$ cat src/mpfc_map.svh
// Register word indices, field positions, masks and timing constants.
// Assumes word addressing: byte address is four times the word index.
`ifndef MPFC_MAP_SVH
`define MPFC_MAP_SVH
`define MPFC_W_RXCTL 6'd0
`define MPFC_W_RXEN 6'd1
`define MPFC_W_TXEN 6'd2
`define MPFC_W_UC_LO 6'd3
`define MPFC_W_UC_HI 6'd4
`define MPFC_W_MC_LO 6'd5
`define MPFC_W_MC_HI 6'd6
`define MPFC_W_SA_LO 6'd7
`define MPFC_W_SA_HI 6'd8
`define MPFC_W_RXET_C 6'd9
`define MPFC_W_RXET_P 6'd10
`define MPFC_W_OPC_G 6'd11
`define MPFC_W_OPC_P 6'd12
`define MPFC_W_OPC_X 6'd13
`define MPFC_W_TG_DA_LO 6'd14
`define MPFC_W_TG_DA_HI 6'd15
`define MPFC_W_TG_SA_LO 6'd16
`define MPFC_W_TG_SA_HI 6'd17
`define MPFC_W_TP_DA_LO 6'd18
`define MPFC_W_TP_DA_HI 6'd19
`define MPFC_W_TP_SA_LO 6'd20
`define MPFC_W_TP_SA_HI 6'd21
`define MPFC_W_TX_ET 6'd22
`define MPFC_W_TX_OP 6'd23
`define MPFC_W_TIMES 6'd24
`define MPFC_W_STATUS 6'd33
`define MPFC_NUM_CFG 33
`define MPFC_CLS_STRIDE 8
`define MPFC_CHK_W 6
`define MPFC_CHK_EN 0
`define MPFC_CHK_MC 1
`define MPFC_CHK_UC 2
`define MPFC_CHK_SA 3
`define MPFC_CHK_ET 4
`define MPFC_CHK_OP 5
`define MPFC_RXCTL_ACK 30
`define MPFC_RXCTL_FWD 31
`define MPFC_MASK_RXCTL 32'hff3f3f3f
`define MPFC_MASK_NINE 32'h000001ff
`define MPFC_MASK_HI 32'h0000ffff
`define MPFC_RST_VAL 32'h00000000
`define MPFC_QUANTUM_BITS 512
`define MPFC_CLK_PERIOD_PS 10000
`define MPFC_LINE_MBPS 25000
`endif

$ cat src/mpfc_pkg.sv
// Types shared by the pause flow-control block.
// Assumes nothing beyond a SystemVerilog compiler.
package mpfc_pkg;
	typedef logic [47:0] mpfc_mac_t;
	typedef logic [15:0] mpfc_word_t;
	typedef mpfc_word_t [8:0] mpfc_q9_t;
	typedef mpfc_word_t [7:0] mpfc_q8_t;
	typedef enum logic [1:0] {CLS_GCP, CLS_PCP, CLS_GPP, CLS_PPP} mpfc_cls_t;
	typedef enum logic [1:0] {TX_IDLE, TX_OFFER, TX_FLIGHT} mpfc_txst_t;
endpackage

$ cat src/mpfc_core_if.sv
// Carrier between the pause core, its header matcher and its refresh timers.
// Assumes all three sit on the same clock.
`timescale 1ns/1ps
interface mpfc_core_if;
	import mpfc_pkg::*;
	mpfc_mac_t da, sa, ucast, mcast, saCfg;
	mpfc_word_t etype, opcode;
	logic [31:0] ctrl;
	mpfc_word_t [3:0] etCfg, opMin, opMax;
	logic [3:0] match;
	logic tick, resend;
	logic [8:0] req, en, launch, pending;
	mpfc_q9_t refresh;
	modport matcher (input da, sa, ucast, mcast, saCfg, etype, opcode, ctrl,
		etCfg, opMin, opMax, output match);
	modport timer (input tick, resend, req, en, launch, refresh, output pending);
endinterface

$ cat src/mpfc_top.sv
// Pause and priority flow control core with an APB register slave.
// Assumes a MAC front end that delivers parsed headers and takes
// generated pause frames with valid/ready, all on one clock.
// Operation
// RL1: Nine receive enables gate only user outputs, never internal pause timing.
// RL2: Nine transmit enables; a class sends pause only when its bit is set.
// RL3: Global control frames qualify by enabled address, ethertype, opcode-range checks.
// RL4: Priority control frames use their own ethertype and opcode range checks.
// RL5: Global pause frames qualify by enabled checks with one exact opcode.
// RL6: Priority pause frames qualify by their own ethertype and exact opcode.
// RL7: A valid pause sets its request bit, held until processing ends.
// RL8: Acknowledge bits end requests only when waiting for acknowledge is on.
// RL9: Control frames are forwarded when forwarding is on, else dropped.
// RL10: Pause-valid bit per accepted pause; bit 8 marks global pause.
// RL11: Nine received quanta; priorities at 0..7, global at 8.
// RL12: A transmit request bit sends a pause frame; bit 8 means global.
// RL13: Software supplies nine transmit quanta, priorities 0..7 and global 8.
// RL14: Pause frames repeat at each class's refresh interval.
// RL15: Global pause frames carry their own addresses, ethertype and opcode.
// RL16: Priority pause frames carry separate addresses, ethertype and opcode.
// RL17: Resend restarts refresh counters and resends after the current frame.
// RL18: Resend should be pulsed for one cycle per request.
// RL19: Transmit pause-valid bits pulse when the matching frame was sent.
// RL20: Standard global pause frames with good check sequence pulse statistics.
// RL21: Priority pause frames with good check sequence pulse statistics.
// RL22: Receive and transmit controls and outputs share their own clock.
// RL23: Quanta and refresh values count 512 bit times at line rate; the tick rounds down to whole clocks, 2 cycles (500 bit times) here.
`timescale 1ns/1ps
`include "mpfc_map.svh"
module mpfc_top #(
	parameter int LINE_MBPS = `MPFC_LINE_MBPS
) (
	input wire logic clk,
	input wire logic rst_n,
	// APB slave
	input wire logic psel,
	input wire logic penable,
	input wire logic pwrite,
	input wire logic [7:0] paddr,
	input wire logic [31:0] pwdata,
	input wire logic [3:0] pstrb,
	output logic [31:0] prdata,
	output logic pready,
	output logic pslverr,
	// Parsed receive header, one strobe per frame
	input wire logic rxHdrValid,
	input wire logic rxHdrFcsGood,
	input wire mpfc_pkg::mpfc_mac_t rxHdrDa,
	input wire mpfc_pkg::mpfc_mac_t rxHdrSa,
	input wire mpfc_pkg::mpfc_word_t rxHdrEtype,
	input wire mpfc_pkg::mpfc_word_t rxHdrOpcode,
	input wire mpfc_pkg::mpfc_word_t rxHdrParam,
	input wire mpfc_pkg::mpfc_q8_t rxHdrTimes,
	// Receive user side
	input wire logic [8:0] rxPauseAck,
	output logic [8:0] rxPauseReq,
	output logic [8:0] rxPauseValid,
	output mpfc_pkg::mpfc_q9_t rxPauseQuanta,
	output logic [8:0] rxPaused,
	output logic rxCtrlForward,
	output logic rxCtrlDrop,
	output logic rxStatPause,
	output logic rxStatUserPause,
	// Transmit user side
	input wire logic [8:0] txPauseReq,
	input wire logic txResendPause,
	output logic [8:0] txPauseValid,
	output logic txStatPause,
	output logic txStatUserPause,
	// Generated frame towards the MAC transmitter
	output logic txFrmValid,
	input wire logic txFrmReady,
	output mpfc_pkg::mpfc_mac_t txFrmDa,
	output mpfc_pkg::mpfc_mac_t txFrmSa,
	output mpfc_pkg::mpfc_word_t txFrmEtype,
	output mpfc_pkg::mpfc_word_t txFrmOpcode,
	output mpfc_pkg::mpfc_word_t txFrmParam,
	output mpfc_pkg::mpfc_q8_t txFrmTimes,
	input wire logic txFrmDone,
	input wire logic txFrmDoneGood
);
	import mpfc_pkg::*;

	//----------------------------------------------------------------
	// Quantum tick
	//----------------------------------------------------------------
	localparam int QUANTUM_PS = `MPFC_QUANTUM_BITS * 1000000 / LINE_MBPS;
	localparam int TICK_RAW = QUANTUM_PS / `MPFC_CLK_PERIOD_PS;
	localparam int TICK_CYCLES = (TICK_RAW < 1) ? 1 : TICK_RAW;
	localparam logic [15:0] TICK_LAST = 16'(TICK_CYCLES - 1);

	logic [15:0] tickCnt;
	logic tick;

	// Rounded down so pauses never outlast the partner's view
	always_ff @(posedge clk) begin
		if (!rst_n) begin
			tickCnt <= 16'h0000;
			tick <= 1'b0;
		end else if (tickCnt == TICK_LAST) begin
			tickCnt <= 16'h0000;
			tick <= 1'b1; // RL23
		end else begin
			tickCnt <= tickCnt + 16'h0001;
			tick <= 1'b0;
		end
	end

	//----------------------------------------------------------------
	// Register file and APB slave
	//----------------------------------------------------------------
	logic [31:0] cfg [`MPFC_NUM_CFG];
	logic [5:0] idx;
	logic aligned;
	logic [31:0] strbMask;
	logic [31:0] wsel;
	logic [31:0] rdWord;
	logic [31:0] status;
	mpfc_txst_t state;

	function automatic logic mapped(input logic [5:0] i);
		return i <= `MPFC_W_STATUS;
	endfunction

	// Bits outside a register's fields stay zero
	function automatic logic [31:0] wmask(input logic [5:0] i);
		case (i)
			`MPFC_W_RXCTL: return `MPFC_MASK_RXCTL;
			`MPFC_W_RXEN, `MPFC_W_TXEN: return `MPFC_MASK_NINE;
			`MPFC_W_UC_HI, `MPFC_W_MC_HI, `MPFC_W_SA_HI,
			`MPFC_W_TG_DA_HI, `MPFC_W_TG_SA_HI,
			`MPFC_W_TP_DA_HI, `MPFC_W_TP_SA_HI: return `MPFC_MASK_HI;
			default: return 32'hffffffff;
		endcase
	endfunction

	assign idx = paddr[7:2];
	assign aligned = (paddr[1:0] == 2'b00);
	assign strbMask = {{8{pstrb[3]}}, {8{pstrb[2]}}, {8{pstrb[1]}}, {8{pstrb[0]}}};
	assign wsel = wmask(idx) & strbMask;
	assign status = {(state != TX_IDLE), 6'h00, rxPaused, 7'h00, rxPauseReq};

	// Read mux; status is live, never stored
	always_comb begin
		rdWord = 32'h00000000;
		if (idx == `MPFC_W_STATUS)
			rdWord = status;
		else if (idx < `MPFC_W_STATUS)
			rdWord = cfg[idx];
	end

	// Writes land at the access edge; status writes are ignored
	always_ff @(posedge clk) begin
		if (!rst_n) begin
			for (int k = 0; k < `MPFC_NUM_CFG; k++)
				cfg[k] <= `MPFC_RST_VAL;
		end else if (psel & penable & pready & pwrite & aligned
			& (idx < `MPFC_W_STATUS)) begin
			cfg[idx] <= (cfg[idx] & ~wsel) | (pwdata & wsel);
		end
	end

	// One wait-free answer: data and error latched in setup
	always_ff @(posedge clk) begin
		if (!rst_n) begin
			prdata <= 32'h00000000;
			pready <= 1'b0;
			pslverr <= 1'b0;
		end else begin
			pready <= psel & !penable;
			if (psel & !penable) begin
				prdata <= (!pwrite & aligned & mapped(idx)) ? rdWord : 32'h00000000;
				pslverr <= !(aligned & mapped(idx));
			end
		end
	end

	//----------------------------------------------------------------
	// Configuration fields
	//----------------------------------------------------------------
	logic [31:0] rxCtl;
	logic [8:0] rxEn;
	logic [8:0] txEn;
	logic checkAck;
	logic fwdCtrl;
	mpfc_q9_t txQuanta;
	mpfc_core_if core ();

	assign rxCtl = cfg[`MPFC_W_RXCTL];
	assign rxEn = cfg[`MPFC_W_RXEN][8:0];
	assign txEn = cfg[`MPFC_W_TXEN][8:0];
	assign checkAck = rxCtl[`MPFC_RXCTL_ACK];
	assign fwdCtrl = rxCtl[`MPFC_RXCTL_FWD];

	// Matcher inputs; class order follows the class enumeration
	assign core.da = rxHdrDa;
	assign core.sa = rxHdrSa;
	assign core.etype = rxHdrEtype;
	assign core.opcode = rxHdrOpcode;
	assign core.ctrl = rxCtl;
	assign core.ucast = {cfg[`MPFC_W_UC_HI][15:0], cfg[`MPFC_W_UC_LO]};
	assign core.mcast = {cfg[`MPFC_W_MC_HI][15:0], cfg[`MPFC_W_MC_LO]};
	assign core.saCfg = {cfg[`MPFC_W_SA_HI][15:0], cfg[`MPFC_W_SA_LO]};
	assign core.etCfg = {cfg[`MPFC_W_RXET_P], cfg[`MPFC_W_RXET_C]}; // RL3 RL4 RL5 RL6
	assign core.opMin = {cfg[`MPFC_W_OPC_X], cfg[`MPFC_W_OPC_P][15:0],
		cfg[`MPFC_W_OPC_G][15:0]}; // RL3 RL4 RL5 RL6
	assign core.opMax = {cfg[`MPFC_W_OPC_X], cfg[`MPFC_W_OPC_P][31:16],
		cfg[`MPFC_W_OPC_G][31:16]}; // RL3 RL4 RL5 RL6

	// Timer inputs
	assign core.tick = tick;
	assign core.resend = txResendPause; // RL17
	assign core.req = txPauseReq;
	assign core.en = txEn; // RL2

	// Per-class quanta and refresh words
	always_comb begin
		for (int k = 0; k < 9; k++) begin
			core.refresh[k] = cfg[`MPFC_W_TIMES + k][31:16]; // RL14
			txQuanta[k] = cfg[`MPFC_W_TIMES + k][15:0]; // RL13
		end
	end

	mpfc_rx_match uMatch (
		.bus(core.matcher)
	);

	mpfc_tx_timer uTimer (
		.clk(clk),
		.rst_n(rst_n),
		.bus(core.timer)
	);

	//----------------------------------------------------------------
	// Receive pause processing
	//----------------------------------------------------------------
	logic ctrlFrame;
	logic pauseG;
	logic pauseP;
	logic [8:0] hit;
	mpfc_q9_t qIn;
	mpfc_q9_t rxTimer;

	// Bad check sequence never starts a pause
	assign ctrlFrame = rxHdrValid & (|core.match);
	assign pauseG = rxHdrValid & rxHdrFcsGood & core.match[CLS_GPP]; // RL5
	assign pauseP = rxHdrValid & rxHdrFcsGood & core.match[CLS_PPP]; // RL6
	assign hit = {pauseG, {8{pauseP}} & rxHdrParam[7:0]};
	assign qIn = {rxHdrParam, rxHdrTimes}; // RL11

	// Internal pause timers run whatever the receive enables say
	always_ff @(posedge clk) begin
		for (int k = 0; k < 9; k++) begin
			if (!rst_n)
				rxTimer[k] <= 16'h0000;
			else if (hit[k])
				rxTimer[k] <= qIn[k]; // RL23
			else if (tick & (rxTimer[k] != 16'h0000))
				rxTimer[k] <= rxTimer[k] - 16'h0001; // RL1
		end
	end

	// Requests: a new frame wins over an acknowledge in the same cycle
	always_ff @(posedge clk) begin
		for (int k = 0; k < 9; k++) begin
			if (!rst_n)
				rxPauseReq[k] <= 1'b0;
			else if (hit[k] & rxEn[k])
				rxPauseReq[k] <= 1'b1; // RL7 RL1
			else if (checkAck ? rxPauseAck[k] : (rxTimer[k] == 16'h0000))
				rxPauseReq[k] <= 1'b0; // RL8
		end
	end

	// Valid pulses and quanta held until the next accepted pause
	always_ff @(posedge clk) begin
		if (!rst_n) begin
			rxPauseValid <= 9'h000;
			rxPauseQuanta <= '0;
		end else begin
			rxPauseValid <= hit & rxEn; // RL10 RL1
			for (int k = 0; k < 9; k++) begin
				if (hit[k] & rxEn[k])
					rxPauseQuanta[k] <= qIn[k]; // RL11
			end
		end
	end

	// Paused view, control-frame fate and receive statistics
	always_ff @(posedge clk) begin
		if (!rst_n) begin
			rxPaused <= 9'h000;
			rxCtrlForward <= 1'b0;
			rxCtrlDrop <= 1'b0;
			rxStatPause <= 1'b0;
			rxStatUserPause <= 1'b0;
		end else begin
			for (int k = 0; k < 9; k++)
				rxPaused[k] <= (rxTimer[k] != 16'h0000);
			rxCtrlForward <= ctrlFrame & fwdCtrl; // RL9
			rxCtrlDrop <= ctrlFrame & !fwdCtrl; // RL9
			rxStatPause <= pauseG; // RL20
			rxStatUserPause <= pauseP; // RL21
		end
	end

	//----------------------------------------------------------------
	// Transmit pause generation
	//----------------------------------------------------------------
	logic [8:0] pend;
	logic [8:0] inflight;
	mpfc_q8_t pTimes;

	assign pend = core.pending & txEn; // RL2

	// Priority frame carries only the classes that are due
	always_comb begin
		for (int k = 0; k < 8; k++)
			pTimes[k] = pend[k] ? txQuanta[k] : 16'h0000;
	end

	// Global pause first; one frame in flight at a time.
	// The MAC raises ready only after its current frame ends.
	always_ff @(posedge clk) begin
		if (!rst_n) begin
			state <= TX_IDLE;
			txFrmValid <= 1'b0;
			core.launch <= 9'h000;
			inflight <= 9'h000;
			txFrmDa <= '0;
			txFrmSa <= '0;
			txFrmEtype <= 16'h0000;
			txFrmOpcode <= 16'h0000;
			txFrmParam <= 16'h0000;
			txFrmTimes <= '0;
		end else begin
			core.launch <= 9'h000;
			unique case (state)
				TX_IDLE: begin
					if (pend[8]) begin
						txFrmDa <= {cfg[`MPFC_W_TG_DA_HI][15:0], cfg[`MPFC_W_TG_DA_LO]}; // RL15
						txFrmSa <= {cfg[`MPFC_W_TG_SA_HI][15:0], cfg[`MPFC_W_TG_SA_LO]}; // RL15
						txFrmEtype <= cfg[`MPFC_W_TX_ET][15:0]; // RL15
						txFrmOpcode <= cfg[`MPFC_W_TX_OP][15:0]; // RL15
						txFrmParam <= txQuanta[8]; // RL12
						txFrmTimes <= '0;
						inflight <= 9'h100;
						core.launch <= 9'h100; // RL12
						txFrmValid <= 1'b1;
						state <= TX_OFFER;
					end else if (|pend[7:0]) begin
						txFrmDa <= {cfg[`MPFC_W_TP_DA_HI][15:0], cfg[`MPFC_W_TP_DA_LO]}; // RL16
						txFrmSa <= {cfg[`MPFC_W_TP_SA_HI][15:0], cfg[`MPFC_W_TP_SA_LO]}; // RL16
						txFrmEtype <= cfg[`MPFC_W_TX_ET][31:16]; // RL16
						txFrmOpcode <= cfg[`MPFC_W_TX_OP][31:16]; // RL16
						txFrmParam <= {8'h00, pend[7:0]}; // RL12
						txFrmTimes <= pTimes;
						inflight <= {1'b0, pend[7:0]};
						core.launch <= {1'b0, pend[7:0]}; // RL12
						txFrmValid <= 1'b1;
						state <= TX_OFFER;
					end
				end
				TX_OFFER: begin
					if (txFrmReady) begin
						txFrmValid <= 1'b0; // RL17
						state <= TX_FLIGHT;
					end
				end
				TX_FLIGHT: begin
					if (txFrmDone)
						state <= TX_IDLE;
				end
				default: state <= TX_IDLE;
			endcase
		end
	end

	// Sent report and transmit statistics
	always_ff @(posedge clk) begin
		if (!rst_n) begin
			txPauseValid <= 9'h000;
			txStatPause <= 1'b0;
			txStatUserPause <= 1'b0;
		end else begin
			txPauseValid <= (state == TX_FLIGHT && txFrmDone) ? inflight : 9'h000; // RL19
			txStatPause <= (state == TX_FLIGHT) & txFrmDone & txFrmDoneGood
				& inflight[8]; // RL20
			txStatUserPause <= (state == TX_FLIGHT) & txFrmDone & txFrmDoneGood
				& !inflight[8]; // RL21
		end
	end
	// Both paths run on clk alone, so no crossing is needed. // RL22
endmodule

$ cat src/mpfc_rx_match.sv
// Classifies a received header into the four control and pause classes.
// Assumes header fields are stable while the core samples the result.
`timescale 1ns/1ps
`include "mpfc_map.svh"
module mpfc_rx_match (
	mpfc_core_if.matcher bus
);
	import mpfc_pkg::*;

	// One class: each disabled check passes
	function automatic logic classOk(input logic [5:0] c, input mpfc_word_t et,
		input mpfc_word_t lo, input mpfc_word_t hi);
		logic daOk;
		logic saOk;
		logic etOk;
		logic opOk;
		daOk = !(c[`MPFC_CHK_MC] | c[`MPFC_CHK_UC])
			| (c[`MPFC_CHK_MC] & (bus.da == bus.mcast))
			| (c[`MPFC_CHK_UC] & (bus.da == bus.ucast)); // RL3 RL4 RL5 RL6
		saOk = !c[`MPFC_CHK_SA] | (bus.sa == bus.saCfg); // RL3 RL4 RL5 RL6
		etOk = !c[`MPFC_CHK_ET] | (bus.etype == et); // RL3 RL4 RL5 RL6
		// Range check; pause classes pass lo equal to hi
		opOk = !c[`MPFC_CHK_OP] | ((bus.opcode >= lo) && (bus.opcode <= hi)); // RL3 RL4
		return c[`MPFC_CHK_EN] & daOk & saOk & etOk & opOk;
	endfunction

	// All four classes evaluated side by side
	always_comb begin
		for (int k = 0; k < 4; k++) begin
			bus.match[k] = classOk(bus.ctrl[k * `MPFC_CLS_STRIDE +: `MPFC_CHK_W],
				bus.etCfg[k], bus.opMin[k], bus.opMax[k]);
		end
	end
endmodule

$ cat src/mpfc_tx_timer.sv
// Per-class refresh timers and pending flags for transmitted pause frames.
// Assumes tick pulses once per pause quantum and launch is a one-cycle pulse.
`timescale 1ns/1ps
`include "mpfc_map.svh"
module mpfc_tx_timer (
	input wire logic clk,
	input wire logic rst_n,
	mpfc_core_if.timer bus
);
	import mpfc_pkg::*;

	logic [8:0] armed;
	logic [8:0] due;
	logic [8:0] armedPrev;
	mpfc_q9_t cnt;

	// Refresh expiry in whole quanta; zero refresh disables repeats
	always_comb begin
		for (int k = 0; k < 9; k++) begin
			armed[k] = bus.en[k] & bus.req[k]; // RL2
			due[k] = armed[k] & bus.tick & (bus.refresh[k] != 16'h0000)
				& ((cnt[k] + 16'h0001) >= bus.refresh[k]); // RL14 RL23
		end
	end

	// Counters restart on resend, on expiry and while idle
	always_ff @(posedge clk) begin
		for (int k = 0; k < 9; k++) begin
			if (!rst_n)
				cnt[k] <= 16'h0000;
			else if (bus.resend | !armed[k] | due[k])
				cnt[k] <= 16'h0000; // RL17
			else if (bus.tick)
				cnt[k] <= cnt[k] + 16'h0001; // RL14
		end
	end

	// Pending: a new set wins over the launch that clears it
	always_ff @(posedge clk) begin
		if (!rst_n) begin
			bus.pending <= 9'h000;
			armedPrev <= 9'h000;
		end else begin
			bus.pending <= (armed & (~armedPrev | due | {9{bus.resend}}))
				| (bus.pending & ~bus.launch & bus.en); // RL12 RL17
			armedPrev <= armed;
		end
	end
endmodule

$ cat config.mk
export PLATFORM = sky130hd
export DESIGN_NAME = mpfc_top
export DESIGN_NICKNAME = d
export VERILOG_FILES = /design/src/mpfc_pkg.sv /design/src/mpfc_core_if.sv /design/src/mpfc_top.sv /design/src/mpfc_rx_match.sv /design/src/mpfc_tx_timer.sv
export VERILOG_INCLUDE_DIRS = /design/src
export SDC_FILE = /design/constraint.sdc
export NUM_CORES = 2
export LEC_CHECK = 0
export CAP_MARGIN = 10
export CELL_PAD_IN_SITES_DETAIL_PLACEMENT = 1
export CELL_PAD_IN_SITES_GLOBAL_PLACEMENT = 2
export CORE_MARGIN = 2
export CORE_UTILIZATION = 47
export DETAILED_ROUTE_END_ITERATION = 8
export DONT_BUFFER_PORTS = 1
export PLACE_DENSITY_LB_ADDON = 0.1
export SYNTH_ARGS = -nofsm -noshare
export SYNTH_HDL_FRONTEND = slang
export SYNTH_SLANG_ARGS = --single-unit
$ cat constraint.sdc
create_clock -name clk -period 16 [get_ports clk]
set_input_delay 2.4 -clock clk [delete_from_list [all_inputs] [get_ports clk]]
set_output_delay 2.4 -clock clk [all_outputs]
set_load 0.02 [all_outputs]
### Yosys cells after proc, flatten, opt, wreduce, memory -nomap -nowiden

Memory sizes are Yosys's and may differ from the RTL's.
Cells that the tools add are included.

* memories kept: 2
* output and inout bits: 493
* bits in writable memories: 1056
* register bits: 836
* logic and storage cells: 476
* bits in read-only memories: 800

* order comparisons: 19
* bitwise gates (word level): 158
* muxes and demuxes: 90
* $add $sub $neg: 19
* reduce and logical (&&, ||, !) cells: 104
* eq/ne operators: 14

Memory list
* cfg: words 33, bits a word 32, read ports 34, clocked after memory_dff 0, write ports 33, RTL line mpfc_top.sv:112 `` logic [31:0] cfg [`MPFC_NUM_CFG]; ``
* (name not given): words 32, bits a word 25, read ports 1, clocked after memory_dff 0, write ports 0, RTL line mpfc_top.sv:127 `case (i)`

Operator list (count)
* 16-bit 2-to-1 mux: 32
* 16-bit nonzero test: 18
* 128-bit 2-to-1 mux: 2
* 16-bit greater-or-equal comparator: 13
* 48-bit 2-to-1 mux: 4
* 16-bit by 1-bit adder with 16-bit output (second input constant): 10
* 32-bit 2-to-1 mux: 5
* 48-bit equality test: 3
* 16-bit zero test: 9
* 16-bit by 1-bit subtractor with 16-bit output (second input constant): 9
* 1-bit bitwise AND: 97
* 32-bit bitwise AND: 3
* 16-bit equality test: 4
* 16-bit less-or-equal comparator: 4
* 9-bit bitwise AND: 5
* 1-bit bitwise OR: 42
* 2-bit nonzero test: 21
* 1-bit 2-to-1 mux: 36
* 32-bit inverter: 1
* 32-bit bitwise OR: 1
* 32-bit OR reduction: 1
* 1-bit zero test: 30
* 9-bit 2-to-1 mux: 3
* 9-bit bitwise OR: 3
* other kinds (23): 48

### Depth between registers and ports, before layout

An unclocked memory read counts as a cell.

* depth after elaboration: 13
* gate-level depth with buffers: 17

### Cells and area by module

Synthesis repeated with hierarchy kept, for this count alone.

* cells, all modules: 11300
* area total of the unflattened synthesis: 133171.5 um2

By module, submodules not included
* mpfc_top: area an instance 114967.8 um2, instances 1, sequential area each 74991.9 um2, cells each 8968
* mpfc_tx_timer: area an instance 12665.9 um2, instances 1, sequential area each 3243.1 um2, cells each 1611
* mpfc_rx_match: area an instance 5537.8 um2, instances 1, sequential area each 0.0 um2, cells each 721

### Least setup slack after synthesis

No wires, ideal clock.

* path kind: input -> register
* start: input port paddr[2]
* end: memory cfg[34][0] (enable)
* setup time: 503 ps
* path buffers: 2
* required time: 15497 ps
* slack: 8813 ps
* stages on the path: 8
* arrival: 6684 ps
* cell sequence: buf_2 buf_1 inv_1 ha_1 nand3b_1 nand2_1 nand4_1 nor4_1

RTL lines
* from (decl): RTL line mpfc_top.sv:39 `input wire logic [7:0] paddr,`
* to (decl): RTL line mpfc_top.sv:112

==> results.cfg <==
[timing]
worst-slew-pin-transition_ps = 1350
layout_worst_path_cycle_share_pct = 44.2
fmax_mhz = 141
grt_setup_unrepaired = no
post_route_clock_skew_ps = 38.4
timing.final.crit_period_ps = 7080
fin_tns_setup_ps = 0
fin_hold_ws_ps = 460
slew_violations = 0
final_hold_viol_count = 0
finalSetupViolCount = 0
max-slew-margin-rel_pct = 10.1

[synthesis]
number_of_cells_produced_by_synthesis = 10300
synth.yosys.seq_area_share_pct = 63.9
synthDistinctLibCells = 86
synth-warning-count = 0
synth-edff-count = 2048
yosys_most_used_dff = sky130_fd_sc_hd__edfxtp_1
postSynth.asyncResetShare_pct = 0
ys_ff_latch = 2884
synth.cell_area_sq_um = 122000
synth_area_per_cell_sq_um = 11.9

[die]
die_width_um = 514
fp-row-count = 187
floorplan.die_area_sq_um = 265000
core-area_sq_um = 259000
start_util_pct = 47.2
die-height_um = 514
pin_count = 838

[placed_design]
final_weighted_congestion_in_routability_driven_placement = 0.988
cell_area_reported_after_detailed_placement_sq_um = 129000
portBuffers = 0
place_hpwl_mm = 390

[power_and_ir_drop]
pwr_density_cell_nw_per_um2 = 135
vdd_drop_max_uv = 96.7
total_leakage_power_nw = 51.0
finalPower_mw = 18.7

[clock_network]
numCtsBuffers = 315
cts_tree = done
clock_sink_count = 2884
postCtsHoldBufs = 0
cts_htree_levels = 5
cts_repair_resize_count = 0
worst_setup_hold_path_clk_slew_ps = 60
postCtsSetupBuffers = 0
worst_skew_pair.late_latency_ps = 930
clock_tree.root_cell = sky130_fd_sc_hd__clkbuf_16
cts_buffer_depth = 4

[finish]
layout-drive-gt1-share_pct = 7.06
layout_commonest_cell = sky130_fd_sc_hd__edfxtp_1
final_design_area_no_fill_sq_um = 139000
num-nets-final = 11600
layout.area.seq_sq_um = 78200
total_area_of_multi_input_combinational_cells_sq_um = 43700
layout_common_cells = 2048 x sky130_fd_sc_hd__edfxtp_1, 1850 x sky130_fd_sc_hd__nor2_1, 896 x sky130_fd_sc_hd__conb_1, 834 x sky130_fd_sc_hd__dfxtp_1, 786 x sky130_fd_sc_hd__a22oi_1
filler_cell_count = 26800
area_delta_synth_final_pct = 13.6
post-route-util_pct = 53.6

[routing]
wl_per_cell_um = 37.7
drc_errors = 0
ant_nets = 0
detail_route.wirelength_mm = 554
dr.pass1.iters = 6
detailroute.via_count = 95000
detail_route.vias_per_cell = 6.45
initialDrtViolationCount = 14100

[worst_setup_path]
req_time_crit_path_ps = 16570
worstPathMaxFanout = 43
crit_type = in2reg
arrival_ps = 7650
crit_path_end_kind = flip-flop
worst_setup_path_start_kind = input port

[global_route]
grt_util_all_layers_pct = 40.8
grt_remaining_overflow = 0
via_count_of_the_first_global_routing_pass = 92600
grt_max_degree = 172
global_route_wire_length_before_repair_mm = 752
grt_antenna_before_repair = 81

[worst_hold_path]
worstHoldPathType = reg2reg

[job]
maxCapViolCount = 0

[outcome]
run_status = complete, no violations
## area by class of cell
| type | count | area share, % |
|---|---|---|
| repair buffers | 215 | 1.29 |
| multi-input cells | 7283 | 31.4 |
| clock inverters | 135 | 0.867 |
| inverters | 286 | 0.777 |
| diodes | 67 | 0.121 |
| well taps | 3402 | 3.06 |
| flip-flops and latches | 2884 | 56.3 |
| clock buffers | 439 | 6.24 |
## power by group
| part | internal [mW] | total (mW) | leakage (nW) | switching, mW |
|---|---|---|---|---|
| combinational | 0.748 | 2.41 | 18.8 | 1.66 |
| sequential | 8.65 | 9.17 | 27.4 | 0.517 |
| clock | 4.02 | 7.17 | 4.84 | 3.15 |
## metrics by stage
| stage | cells | setup slack, ps |
|---|---|---|
| after floorplan | 11200 | 8810 |
| after global placement | 14100 | 8260 |
| after detailed placement | 14100 | 8140 |
| after CTS | 14600 | 9080 |
| after global routing | 14700 | 8930 |
| final | 14700 | 8920 |
## cell usage after synthesis (all sizes together) (6+ instances only)
cell type  instances  share of area, %
a21oi            199              0.81
nor2            1863               5.7
clkbuf           448               1.4
a2bb2oi            6             0.043
or4               27              0.17
edfxtp          2048                50
nand2b            30              0.15
or3               11             0.056
a311oi           134              0.96
a221oi           200               1.4
a22oi            786               4.8
a211o              7             0.050
and4              10             0.072
buf              305               1.3
o21a              12             0.074
and3              89              0.45
a211oi           106              0.65
o41ai              7             0.050
a31oi            182              0.93
nor3              80              0.35
a22o             258               1.8
o21ai             97              0.42
nor4             139              0.73
dfxtp            836                14
xnor2            306               2.2
a2111oi            6             0.063
or2               10             0.051
a41oi             14              0.10
nor3b              7             0.047
nor2b             30              0.15
inv              286              0.88
nand4            177              0.90
nand3            232              0.96
o2bb2ai            6             0.043
o211ai            23              0.14
nand2            522               1.6
a21o              63              0.39
and2              38              0.19
mux2i             76              0.62
xor2             332               2.4
mux2              12              0.11
ha               233               2.4
## cells by family (layout without fill, tap and decap cells)
logic type	after synthesis	in the layout	synth area share, %
AOI/OAI and AO/OA	2137	2137	13.0
xor gates and xnor gates	638	638	4.56
adders and majority gates	233	233	2.38
buffers and inverters	1039	1075	3.55
DFF	2884	2884	63.9
muxes	89	89	0.753
other	1	963	0.00306
and+or+nand+nor	3290	3290	11.8
## sequential cells by signal, indices dropped and copies added, names as in the netlist, 16 cells and up
register / flops
cfg: 2048
prdata: 32
rxPauseQuanta: 144
rxTimer: 144
tickCnt: 16
txFrmDa: 48
txFrmEtype: 16
txFrmOpcode: 16
txFrmParam: 16
txFrmSa: 48
txFrmTimes: 128
uTimer.cnt: 144
## worst paths after layout
kind                       startpoint                        endpoint  slack (ps)  depth (start not counted)
max                          paddr[3]           cfg[50][24]$_DFFE_PP_        8920                         12
min          inflight[4]$_SDFFE_PN0P_      txPauseValid[4]$_SDFF_PN0_         460                          1
max reg2reg   cfg[8][2]$_SDFFCE_PN0P_  rxPauseQuanta[31]$_SDFFE_PN0P_       10820                          9
min reg2reg  inflight[4]$_SDFFE_PN0P_      txPauseValid[4]$_SDFF_PN0_         460                          1
## worst max-delay path: stages
cell                       delay [ps]
sky130_fd_sc_hd__inv_2            120
sky130_fd_sc_hd__and3_4           610
sky130_fd_sc_hd__buf_4            670
sky130_fd_sc_hd__buf_4            770
sky130_fd_sc_hd__a221oi_1         270
sky130_fd_sc_hd__a31oi_1          800
sky130_fd_sc_hd__nor4_1           230
sky130_fd_sc_hd__and3_1           300
sky130_fd_sc_hd__nand2_1          140
sky130_fd_sc_hd__o21ai_4           70
sky130_fd_sc_hd__buf_4            290
sky130_fd_sc_hd__inv_1            790
## per-layer routing
| layer | global-route usage, % | wire [um] | part of all wire (%) |
|---|---|---|---|
| met5 | 0 | 195 | 0.035 |
| met3 | 13.3 | 73500 | 13 |
| met1 | 50.8 | 197000 | 36 |
| met4 | 28.6 | 45500 | 8.2 |
| met2 | 60.0 | 238000 | 43 |
No activity file was read; power rests on OpenSTA's default activity.
